<file path="config.mk">
export PLATFORM = sky130hd
export DESIGN_NAME = bus_share
export DESIGN_NICKNAME = d
export VERILOG_FILES = /design/src/hw/bus_share_pkg.sv /design/src/hw/bus_share.sv /design/src/hw/global_window_decode.sv
export VERILOG_INCLUDE_DIRS = /design/src /design/src/hw
export SDC_FILE = /design/constraint.sdc
export NUM_CORES = 1
export LEC_CHECK = 0
export BUFFER_PORTS_ARGS = -buffer_cell sky130_fd_sc_hd__buf_2
export CAP_MARGIN = 10
export CORE_MARGIN = 4
export CORE_UTILIZATION = 35
export CTS_BUF_LIST = sky130_fd_sc_hd__clkbuf_2 sky130_fd_sc_hd__clkbuf_4 sky130_fd_sc_hd__clkbuf_8
export CTS_CLUSTER_DIAMETER = 50
export DETAILED_ROUTE_END_ITERATION = 16
export MAX_ROUTING_LAYER = met4
export PLACE_DENSITY = 0.75
export SETUP_SLACK_MARGIN = 0.4
export SLEW_MARGIN = 20
export SYNTH_ARGS = -nofsm -noshare
export SYNTH_HDL_FRONTEND = slang
export SYNTH_SLANG_ARGS = --single-unit
</file>
<file path="constraint.sdc">
create_clock -name REF_CLK -period 1.9 [get_ports REF_CLK]
set_clock_uncertainty 0.15 [all_clocks]
set_input_delay 0.57 -clock REF_CLK [delete_from_list [all_inputs] [get_ports REF_CLK]]
set_output_delay 0.57 -clock REF_CLK [all_outputs]
set_load 0.005 [all_outputs]
</file>
<file path="src/hw/bus_share_params.svh">
// Purpose: Constants for the global window and bus release logic
// Assumes: One machine cycle is four quarter-phases of REF_CLK
// Notes:   Included by the design files
`ifndef BUS_SHARE_PARAMS_SVH
`define BUS_SHARE_PARAMS_SVH
`define GLOBAL_WINDOW_ADDR     16'h0005
`define GLOBAL_WINDOW_RESET    8'h00
`define UPPER_READ_FILL        8'hFF
`define HOLD_FLOAT_CYCLES      3'h3
`define HOLD_VALID_CYCLES      3'h2
`define QUARTER_SAMPLE         2'h2
`endif

</file>
<file path="src/hw/bus_share_pkg.sv">
// Purpose: Types for the bus sharing block
// Assumes: Nothing beyond the params header
// Notes:   States of the release sequencer
package bus_share_pkg;
  typedef enum logic [2:0] {ST_RUN, ST_WAIT_DONE, ST_FLOAT_DLY, ST_RELEASED, ST_RESTORE} rel_state_t;
endpackage

</file>
<file path="src/hw/bus_share.sv">
// Purpose: Global memory request and bus release control
// Assumes: Pins already synchronous to REF_CLK except HOLD_REQ_N and READY
// Notes:   Quarter-phase counter derived internally from REF_CLK
`include "bus_share_params.svh"
module bus_share (
  input  wire logic        REF_CLK,
  input  wire logic        RST,
  input  wire logic        CORE_WR,
  input  wire logic [15:0] CORE_ADDR,
  input  wire logic [7:0]  CORE_WDATA,
  output logic      [15:0] CORE_RDATA,
  input  wire logic        DATA_ACCESS,
  input  wire logic        EXT_ACCESS,
  input  wire logic        EXT_FETCH,
  input  wire logic        INSTR_DONE,
  input  wire logic        BUS_CYCLE_DONE,
  input  wire logic        REPEAT_INSTRUCTION,
  input  wire logic        IDLE_ACTIVE,
  input  wire logic        SET_CONCURRENT_SELECT_INSTR,
  input  wire logic        CLEAR_CONCURRENT_SELECT_INSTR,
  input  wire logic        INT_REQ,
  input  wire logic        READY,
  input  wire logic        HOLD_REQ_N,
  input  wire logic        DATA_SPACE_REQ_N,
  input  wire logic        SERIAL_TX_DATA_IN,
  input  wire logic        SERIAL_TX_FRAME_SYNC_IN,
  output logic             GLOBAL_ACCESS_REQUEST_N,
  output logic             DATA_SPACE_STROBE_N,
  output logic             BUS_RELEASE_ACK_N,
  output logic             BUS_OE,
  output logic             WAIT_STATE,
  output logic             CORE_STALL,
  output logic             IDLE_RESUME,
  output logic             INT_SERVICE_EN,
  output logic             INT_PENDING,
  output logic             SERIAL_TX_DATA,
  output logic             SERIAL_TX_FRAME_SYNC,
  output logic             CONCURRENT_DMA_SELECT
);
  // --------------------------------------------------
  // Input synchronisers
  // --------------------------------------------------
  logic hold_s1, hold_s2, ready_s1, ready_s2;
  always_ff @(posedge REF_CLK or posedge RST) begin
    if (RST) begin
      hold_s1  <= 1'b1;
      hold_s2  <= 1'b1;
      ready_s1 <= 1'b0;
      ready_s2 <= 1'b0;
    end else begin
      hold_s1  <= HOLD_REQ_N;
      hold_s2  <= hold_s1;
      ready_s1 <= READY;
      ready_s2 <= ready_s1;
    end
  end
  wire hold_req = !hold_s2; // Not latched: master keeps it low

  // --------------------------------------------------
  // Quarter-phase divider
  // --------------------------------------------------
  logic [1:0] quarter;
  always_ff @(posedge REF_CLK or posedge RST) begin
    if (RST) quarter <= 2'h0;
    else quarter <= quarter + 2'h1;
  end
  wire q3_tick    = (quarter == `QUARTER_SAMPLE); // Start of quarter three
  wire cycle_tick = (quarter == 2'h3);            // End of machine cycle

  // --------------------------------------------------
  // Window register and decode
  // --------------------------------------------------
  logic       is_global;
  logic [7:0] window;
  global_window_decode u_decode (
    .clk         (REF_CLK),
    .rst         (RST),
    .wr_en       (CORE_WR),
    .addr        (CORE_ADDR),
    .wdata       (CORE_WDATA),
    .access_addr (CORE_ADDR),
    .rdata       (CORE_RDATA),
    .is_global   (is_global),
    .window      (window)
  );

  // --------------------------------------------------
  // Concurrent select bit
  // --------------------------------------------------
  always_ff @(posedge REF_CLK or posedge RST) begin
    if (RST) CONCURRENT_DMA_SELECT <= 1'b0;
    else if (SET_CONCURRENT_SELECT_INSTR) CONCURRENT_DMA_SELECT <= 1'b1;
    else if (CLEAR_CONCURRENT_SELECT_INSTR) CONCURRENT_DMA_SELECT <= 1'b0;
  end

  // --------------------------------------------------
  // Release sequencer
  // --------------------------------------------------
  bus_share_pkg::rel_state_t state, next_state;
  logic [2:0] cyc_cnt, next_cyc_cnt;
  // Select set waits for whole instruction incl. repeats; clear waits for bus cycle end during a repeat, else instruction end
  wire release_ok = CONCURRENT_DMA_SELECT ? (INSTR_DONE && !REPEAT_INSTRUCTION) :
                    (REPEAT_INSTRUCTION ? BUS_CYCLE_DONE : INSTR_DONE);
  // One machine-cycle step of the float and restore countdowns
  function automatic logic [2:0] step_down(input logic [2:0] cnt);
    return cnt - 3'h1;
  endfunction
  always_comb begin
    next_state   = state;
    next_cyc_cnt = cyc_cnt;
    case (state)
      bus_share_pkg::ST_RUN: begin
        if (hold_req && q3_tick) next_state = bus_share_pkg::ST_WAIT_DONE;
      end
      bus_share_pkg::ST_WAIT_DONE: begin
        if (!hold_req) next_state = bus_share_pkg::ST_RUN;
        else if (release_ok) begin
          next_state   = bus_share_pkg::ST_FLOAT_DLY;
          next_cyc_cnt = `HOLD_FLOAT_CYCLES;
        end
      end
      bus_share_pkg::ST_FLOAT_DLY: begin
        if (cycle_tick) begin
          next_cyc_cnt = step_down(cyc_cnt);
          if (cyc_cnt == 3'h1) next_state = bus_share_pkg::ST_RELEASED;
        end
      end
      bus_share_pkg::ST_RELEASED: begin
        if (!hold_req) begin
          next_state   = bus_share_pkg::ST_RESTORE;
          next_cyc_cnt = `HOLD_VALID_CYCLES;
        end
      end
      bus_share_pkg::ST_RESTORE: begin
        if (cycle_tick) begin
          next_cyc_cnt = step_down(cyc_cnt);
          if (cyc_cnt == 3'h1) next_state = bus_share_pkg::ST_RUN;
        end
      end
      default: next_state = bus_share_pkg::ST_RUN;
    endcase
  end
  always_ff @(posedge REF_CLK or posedge RST) begin
    if (RST) begin
      state   <= bus_share_pkg::ST_RUN;
      cyc_cnt <= 3'h0;
    end else begin
      state   <= next_state;
      cyc_cnt <= next_cyc_cnt;
    end
  end

  wire acking   = (state == bus_share_pkg::ST_FLOAT_DLY) || (state == bus_share_pkg::ST_RELEASED);
  wire released = (state == bus_share_pkg::ST_RELEASED) || (state == bus_share_pkg::ST_RESTORE);
  // Data access that falls inside the global window
  wire global_access = DATA_ACCESS && is_global;
  // External need while buses are given away
  wire ext_need = EXT_FETCH || EXT_ACCESS || global_access;

  // --------------------------------------------------
  // Pin and core outputs
  // --------------------------------------------------
  logic wait_q;
  always_ff @(posedge REF_CLK or posedge RST) begin
    if (RST) begin
      GLOBAL_ACCESS_REQUEST_N <= 1'b1;
      DATA_SPACE_STROBE_N     <= 1'b1;
      BUS_RELEASE_ACK_N       <= 1'b1;
      BUS_OE                  <= 1'b1;
      wait_q                  <= 1'b0;
      CORE_STALL              <= 1'b0;
      IDLE_RESUME             <= 1'b0;
      INT_PENDING             <= 1'b0;
      SERIAL_TX_DATA          <= 1'b0;
      SERIAL_TX_FRAME_SYNC    <= 1'b0;
    end else begin
      // Request rides with the data strobe; strobe otherwise untouched
      GLOBAL_ACCESS_REQUEST_N <= !(global_access && !DATA_SPACE_REQ_N && !released);
      DATA_SPACE_STROBE_N     <= DATA_SPACE_REQ_N;
      // Ack lifts on the edge after the request is gone
      BUS_RELEASE_ACK_N       <= !(acking && hold_req);
      BUS_OE                  <= !released;
      // Ready from the arbiter ends the stretch
      wait_q                  <= global_access && !ready_s2 && !released;
      CORE_STALL              <= released && (CONCURRENT_DMA_SELECT || ext_need);
      IDLE_RESUME             <= IDLE_ACTIVE; // Idle kept across release, no vector taken
      // Set wins over the service clear
      if (released && CONCURRENT_DMA_SELECT && INT_REQ) INT_PENDING <= 1'b1;
      else if (INT_SERVICE_EN) INT_PENDING <= 1'b0;
      SERIAL_TX_DATA          <= SERIAL_TX_DATA_IN;
      SERIAL_TX_FRAME_SYNC    <= SERIAL_TX_FRAME_SYNC_IN;
    end
  end
  assign WAIT_STATE     = wait_q;
  assign INT_SERVICE_EN = !(released && CONCURRENT_DMA_SELECT);

  // --------------------------------------------------
  // Checks
  // --------------------------------------------------
  // Set instruction lands on the next edge
  AST_SEL_SET: assert property (@(posedge REF_CLK) disable iff (RST)
    SET_CONCURRENT_SELECT_INSTR |=> CONCURRENT_DMA_SELECT)
    else $error("select not set");
  // Clear instruction alone drops the select bit
  AST_SEL_CLR: assert property (@(posedge REF_CLK) disable iff (RST)
    CLEAR_CONCURRENT_SELECT_INSTR && !SET_CONCURRENT_SELECT_INSTR |=> !CONCURRENT_DMA_SELECT)
    else $error("select not cleared");
  // Three machine cycles from go-ahead to floating, only for go-ahead with quarter at 3 or 0
  AST_FLOAT_DLY: assert property (@(posedge REF_CLK) disable iff (RST)
    state == bus_share_pkg::ST_WAIT_DONE && next_state == bus_share_pkg::ST_FLOAT_DLY |=>
    ##[11:12] state == bus_share_pkg::ST_RELEASED)
    else $error("float delay wrong");
  // Buses float one edge after the released state is entered
  AST_FLOAT_OE: assert property (@(posedge REF_CLK) disable iff (RST)
    state == bus_share_pkg::ST_RELEASED |=> !BUS_OE)
    else $error("buses not floated");
  // Acknowledge only ever follows a seen request
  AST_ACK_REQ: assert property (@(posedge REF_CLK) disable iff (RST)
    !BUS_RELEASE_ACK_N |-> $past(hold_req))
    else $error("ack without request");
  // Acknowledge lifts one edge after the request is gone
  AST_ACK_DROP: assert property (@(posedge REF_CLK) disable iff (RST)
    !hold_req |=> BUS_RELEASE_ACK_N)
    else $error("ack held after request");
  // Two machine cycles of restore, whatever the phase
  AST_RESTORE: assert property (@(posedge REF_CLK) disable iff (RST)
    state == bus_share_pkg::ST_RELEASED && !hold_req |=> ##[5:8] state == bus_share_pkg::ST_RUN)
    else $error("restore length wrong");
  // Drivers return the edge after the restore count ends
  AST_OE_BACK: assert property (@(posedge REF_CLK) disable iff (RST)
    state == bus_share_pkg::ST_RESTORE && next_state == bus_share_pkg::ST_RUN |=> ##1 BUS_OE)
    else $error("buses not driven again");
  // No release while the instruction is still running, except at a bus cycle end of a repeat with select clear
  AST_WAIT_DONE: assert property (@(posedge REF_CLK) disable iff (RST)
    state == bus_share_pkg::ST_WAIT_DONE && hold_req && !release_ok |=> state == bus_share_pkg::ST_WAIT_DONE)
    else $error("released mid instruction");
  // Global request only for an address inside the window
  AST_GREQ: assert property (@(posedge REF_CLK) disable iff (RST)
    !GLOBAL_ACCESS_REQUEST_N |-> $past(is_global))
    else $error("request outside window");
  // Global request always rides with the data strobe
  AST_GREQ_STROBE: assert property (@(posedge REF_CLK) disable iff (RST)
    !GLOBAL_ACCESS_REQUEST_N |-> !DATA_SPACE_STROBE_N)
    else $error("request without strobe");
  // Wait state only while ready was still low
  AST_WAIT: assert property (@(posedge REF_CLK) disable iff (RST)
    WAIT_STATE |-> !$past(ready_s2))
    else $error("wait with ready");
  // Halting release stops the core
  AST_HALT: assert property (@(posedge REF_CLK) disable iff (RST)
    $past(released) && $past(CONCURRENT_DMA_SELECT) |-> CORE_STALL)
    else $error("not halted");
  // Concurrent release stalls as soon as the core needs the bus
  AST_STALL_NEED: assert property (@(posedge REF_CLK) disable iff (RST)
    $past(released) && $past(ext_need) |-> CORE_STALL)
    else $error("external need not stalled");
  // Service blocked while halted for a release
  AST_INT_BLOCK: assert property (@(posedge REF_CLK) disable iff (RST)
    released && CONCURRENT_DMA_SELECT |-> !INT_SERVICE_EN)
    else $error("interrupt serviced");
  // Interrupts arriving under a halting release are kept
  AST_PEND_SET: assert property (@(posedge REF_CLK) disable iff (RST)
    released && CONCURRENT_DMA_SELECT && INT_REQ |=> INT_PENDING)
    else $error("interrupt not latched");
  // Serial transmit pins pass straight through a release
  AST_SERIAL: assert property (@(posedge REF_CLK) disable iff (RST)
    SERIAL_TX_DATA == $past(SERIAL_TX_DATA_IN))
    else $error("serial disturbed");
  AST_SERIAL_FS: assert property (@(posedge REF_CLK) disable iff (RST)
    SERIAL_TX_FRAME_SYNC == $past(SERIAL_TX_FRAME_SYNC_IN))
    else $error("frame sync disturbed");
  // Idle level carried across a release, no vector taken
  AST_IDLE: assert property (@(posedge REF_CLK) disable iff (RST)
    IDLE_RESUME == $past(IDLE_ACTIVE))
    else $error("idle not kept");

  // --------------------------------------------------
  // Cover points
  // --------------------------------------------------
  COV_RELEASE: cover property (@(posedge REF_CLK) state == bus_share_pkg::ST_RELEASED);
  COV_CONCURRENT: cover property (@(posedge REF_CLK) released && !CONCURRENT_DMA_SELECT && !CORE_STALL);
  COV_GLOBAL_WAIT: cover property (@(posedge REF_CLK) WAIT_STATE ##1 !WAIT_STATE);
  COV_PENDING: cover property (@(posedge REF_CLK) INT_PENDING);
  COV_REPEAT_HOLD: cover property (@(posedge REF_CLK)
    state == bus_share_pkg::ST_WAIT_DONE && REPEAT_INSTRUCTION && BUS_CYCLE_DONE);
endmodule // bus_share

</file>
<file path="src/hw/global_window_decode.sv">
// Purpose: Global window register and address classification
// Assumes: Register written from the internal data bus
// Notes:   Upper eight bits of the location read as ones
`include "bus_share_params.svh"
module global_window_decode (
  input  wire logic        clk,
  input  wire logic        rst,
  input  wire logic        wr_en,
  input  wire logic [15:0] addr,
  input  wire logic [7:0]  wdata,
  input  wire logic [15:0] access_addr,
  output logic      [15:0] rdata,
  output logic             is_global,
  output logic      [7:0]  window
);
  // --------------------------------------------------
  // Window register storage
  // --------------------------------------------------
  wire sel = (addr == `GLOBAL_WINDOW_ADDR);
  always_ff @(posedge clk or posedge rst) begin
    if (rst) begin
      window <= `GLOBAL_WINDOW_RESET;
    end else if (wr_en && sel) begin
      window <= wdata;
    end
  end
  // Read data, upper byte has no storage
  assign rdata = {`UPPER_READ_FILL, window};
  // Mask compare; patterns 000000XX never match since bit 7 is clear
  assign is_global = window[7] && ((access_addr[15:8] & window) == window);
  // Non-listed patterns fragment the map, left to software
  AST_UPPER_ONES: assert property (@(posedge clk) disable iff (rst)
    rdata[15:8] == 8'hFF)
    else $error("upper byte not ones");
  AST_NO_GLOBAL: assert property (@(posedge clk) disable iff (rst)
    !window[7] |-> !is_global)
    else $error("global with clear top bit");
  AST_WRITE: assert property (@(posedge clk) disable iff (rst)
    wr_en && sel |=> window == $past(wdata))
    else $error("window write lost");
endmodule // global_window_decode

</file>
==> flow_results.org <==
** Run status
- The flow ran to the end, but the final reports show violations.
- The checks that failed: setup timing.

** STA
- The number of max-slew violations in the final report came to 0.
- Final Cycle Share :: 106%
- Final hold slack :: 0.197 ns
- The number of failing hold endpoints at the final stage came to 0.
- Slack of the critical path :: -0.110 ns
- Derived from the worst setup path, the maximum achievable clock frequency is 497 MHz.
- Setup repair after global routing could not meet its margin everywhere.
- Counting I/O delays and the setup requirement, the final critical path takes 2.01 ns.
- Setup TNS :: -0.311 ns
- # setup viols final :: 10

** Clocking
- H-tree levels :: 2
- Clock tree from TritonCTS :: done
- The clock passes through at most 2 buffers.
- Clock sink count :: 31
- Clock tree synthesis selected as its root buffer the cell sky130_fd_sc_hd__clkbuf_8.
- Inserted Clock Buffers :: 5
- After clock tree synthesis, the clock-pin slew on the worst setup and hold paths is 0.07 ns.
- The clock reaches the later pin of the worst-skew pair after 0.28 ns.

** Setup path
- The most critical setup path has its startpoint at state[2]$_DFFE_PP0P_.
- Data required time at the worst endpoint :: between 1 and 1.5 ns
- Worst-path maximum fanout :: 3
- Endpoint of the lowest-slack register-to-register path :: state[0]$_DFFE_PP0P_
- Register-to-register setup slack :: -0.08 ns
- For this run, the slowest stage of the critical path takes 0.43 ns.
- Startpoint of the lowest-slack register-to-register path :: state[1]$_DFFE_PP0P_
- Data arrives at the worst endpoint at ~1.3 ns.
- Kind of capture point of the worst setup path :: output port
- The critical path is of the register to output port type.
- Critical Path End :: INT_SERVICE_EN
- Nature of the critical path startpoint :: register
- For this design, the slowest cell found on the critical path is sky130_fd_sc_hd__dfrtp_2.
- Counting stages on the worst path, the most repeated cell is sky130_fd_sc_hd__buf_6.
- Cells along the critical path :: buf_6 -> nor2b_4 -> a22oi_2 -> nand2b_4 -> buf_6
- The number of cells on the worst reg-to-reg path is 7.

** Drt
- The detailed router finished its first iteration with 32 violations.
- Iteration count of the initial detailed-routing pass :: 4
- After detailed routing, the number of remaining DRC violations is 0.
- Dividing the detail-routed via count by the number of cells gives 4.93.
- The detailed router placed 1395 vias in this run.
- Wire per inst :: 14.8 um
- In this run the remaining antenna-violating nets after routing total 0.
- Routed wire length :: around 4200 um

** Floorplanning
- Row count :: 23
- The floorplan step set the die height to around 74 um.
- The initial utilization of the core area, before any placement, comes to 37.1%.
- Die Span X :: 74.0 um
- Core Box Area :: between 4000 and 5000 sq um
- Area of the die :: 5480 sq um
- I/O pin count :: 70

** Global routing
- Largest net degree at the start of global routing :: 32
- Via count of the first global-routing pass :: 1382
- Remaining Overflow, GRT :: 0
- The number of antenna violations at the first check in global routing was 0.
- Overall routing resource usage :: 15.8%
- The first global-routing pass estimated 6330 um of wire.

** Yosys
- Unique cell type count in the Yosys netlist :: 44
- Area fraction of the dominant cell type after synthesis :: 41.0%
- Async set-or-reset flop fraction in the synthesized netlist :: 100%
- Number of synthesis warnings :: 0
- Cell types occupying the most area after synthesis :: sky130_fd_sc_hd__dfrtp_1 (41%), sky130_fd_sc_hd__dfstp_2 (10%), sky130_fd_sc_hd__mux2_2 (6.6%)
- In this run, synthesis inferred 0 flip-flops with an integrated enable.
- Sequential fraction of the synthesis area :: 51.4%
- In the synthesized netlist, the number of instances is 137.
- In this run, synthesis produced a sequential element count of 31.
- Cell taking the most area after synthesis :: sky130_fd_sc_hd__dfrtp_1
- Each instance of the synthesized netlist takes up on average 11.1 sq um.
- Netlist area before placement :: roughly 1500 sq um
- Among all flip-flop cells after synthesis, the most frequent one is sky130_fd_sc_hd__dfrtp_1.

** Pwr
- VDD sags by at most 635 uV.
- The analysis attributes to cell leakage a power of 1.22 nW.
- Dividing total power by cell area gives a power density of 1050 nW/um^2.
- Total power draw :: 2.58 mW

** Finish
- Of the cells placed in the final design, the portion with a size suffix greater than 1 is 63.1%.
- The finished layout holds 283 standard cells, fillers aside.
- Area grow syn2layout :: 61.4%
- With fillers left out, the area of the finished cells amounts to around 2500 sq um.
- Counting the fill cells in the layout gives between 300 and 400.
- ANT cells :: 0
- At the end of the flow the core is filled with cells to about three fifths.
- Net count, final :: 278

** Placed design
- The count of buffers added on input and output ports is 61.
- After detailed placement, the design holds a cell count of between 200 and 300.
- Timing analysis after detailed placement gives a worst setup slack of -0.360 ns.
- Detailed placement ended at an HPWL of approximately 2800 um.
- At the end of routability-driven placement, the weighted congestion stood at 0.870.
- The placed instances occupy a cell area of 2040 sq um.

** Worst hold path
- Type of the most critical hold path :: input pin to asynchronous set/reset pin

** Run
- Max-cap violation count :: 0
synthesized netlist by cell type (2+ instances only):
| cell type | count |
|---|---|
| sky130_fd_sc_hd__nand3_1 | 5 |
| sky130_fd_sc_hd__nor2_1 | 8 |
| sky130_fd_sc_hd__inv_1 | 15 |
| sky130_fd_sc_hd__nor4b_1 | 3 |
| sky130_fd_sc_hd__ha_1 | 4 |
| sky130_fd_sc_hd__buf_2 | 2 |
| sky130_fd_sc_hd__nor2b_1 | 3 |
| sky130_fd_sc_hd__mux2_2 | 9 |
| sky130_fd_sc_hd__clkbuf_1 | 3 |
| sky130_fd_sc_hd__buf_4 | 8 |
| sky130_fd_sc_hd__a211oi_1 | 2 |
| sky130_fd_sc_hd__o21ai_0 | 3 |
| sky130_fd_sc_hd__dfrtp_1 | 25 |
| sky130_fd_sc_hd__nor3_1 | 3 |
| sky130_fd_sc_hd__nand2_1 | 2 |
| sky130_fd_sc_hd__nand2b_1 | 3 |
| sky130_fd_sc_hd__mux2i_1 | 2 |
| sky130_fd_sc_hd__a21oi_1 | 5 |
| sky130_fd_sc_hd__dfstp_2 | 6 |
| sky130_fd_sc_hd__nand3b_1 | 2 |
registers in the layout, indices dropped and copies added, names as in the netlist, 2 cells and up:
name,cells
state,3
u_decode.window,8
cyc_cnt,3
quarter,2
repair_timing:
item / CTS / global route
resized for setup: 24 / 22
hold buffers: 0 / 0
setup endpoints to repair: 30 / 35
pin swaps: 9 / 10
buffers inserted: 12 / 4
critical path: cells and delay by family, from the launching register on:
kind                   cells  cell delay (ns)
buffers and inverters      2             0.23
AND/OR/NAND/NOR            2             0.26
AO/OA/AOI/OAI              1             0.09
flip-flops                 1             0.43
area by class of cell:
type                    count  area, sq um  area share, %
multi-input cells          85          827           33.6
flip-flops and latches     31          787           32.0
repair buffers             94          624           25.4
clock buffers               7         96.3           3.91
well taps                  50         62.6           2.54
inverters                  15         56.3           2.29
clock inverters             1         7.51          0.305
report_power, final:
part	switching [mW]	internal (mW)
Clock	0.249	0.329
Combinational	0.505	0.652
Sequential	0.0803	0.765
layout by cell type, fill, tap and decap left out, types with 2 or more instances in the layout:
cell type,instances
sky130_fd_sc_hd__nand2_1,2
sky130_fd_sc_hd__nand3b_1,2
sky130_fd_sc_hd__nor3_1,3
sky130_fd_sc_hd__inv_1,15
sky130_fd_sc_hd__conb_1,8
sky130_fd_sc_hd__mux2_4,8
sky130_fd_sc_hd__buf_4,24
sky130_fd_sc_hd__dfrtp_2,3
sky130_fd_sc_hd__mux2i_1,2
sky130_fd_sc_hd__nor2b_4,2
sky130_fd_sc_hd__nor2_2,2
sky130_fd_sc_hd__ha_1,3
sky130_fd_sc_hd__nand2b_1,2
sky130_fd_sc_hd__clkbuf_8,7
sky130_fd_sc_hd__o21ai_0,2
sky130_fd_sc_hd__nor4b_4,2
sky130_fd_sc_hd__buf_2,55
sky130_fd_sc_hd__dfstp_2,6
sky130_fd_sc_hd__buf_6,15
sky130_fd_sc_hd__nor2_1,5
sky130_fd_sc_hd__nand3_1,4
sky130_fd_sc_hd__dfrtp_1,22
sky130_fd_sc_hd__a21oi_1,4
routing by layer:
layer | part of all wire [%] | up-vias | track usage (%)
li1 | - | 657 | -
met1 | 40 | 670 | 19.9
met2 | 51 | 62 | 25.6
met3 | 8.0 | 6 | 3.24
met4 | 1.1 | 0 | 4.83
met5 | 0 | - | -
worst min path at each step:
stage | from | endpoint
6_report | RST | u_decode.window[2]$_DFFE_PP0P_
5_1_grt | ready_s1$_DFF_PP0_ | ready_s2$_DFF_PP0_
4_1_cts | ready_s1$_DFF_PP0_ | ready_s2$_DFF_PP0_
3_5_place_dp | ready_s1$_DFF_PP0_ | ready_s2$_DFF_PP0_
3_3_place_gp | ready_s1$_DFF_PP0_ | ready_s2$_DFF_PP0_
2_1_floorplan | ready_s1$_DFF_PP0_ | ready_s2$_DFF_PP0_
logic make-up (layout without fill, tap and decap cells):
logic type | count (synthesis) | count (layout) | share of synthesized area (%)
other | 1 | 8 | 0.246
adders and majority gates | 5 | 5 | 3.94
AOI/OAI and AO/OA | 22 | 22 | 10.5
and+or+nand+nor | 38 | 38 | 16.4
buffers and inverters | 28 | 117 | 9.02
muxes | 11 | 11 | 7.96
DFF | 31 | 31 | 51.4
xor gates and xnor gates | 1 | 1 | 0.574
Note: power is estimated with default switching activity, not from simulation.
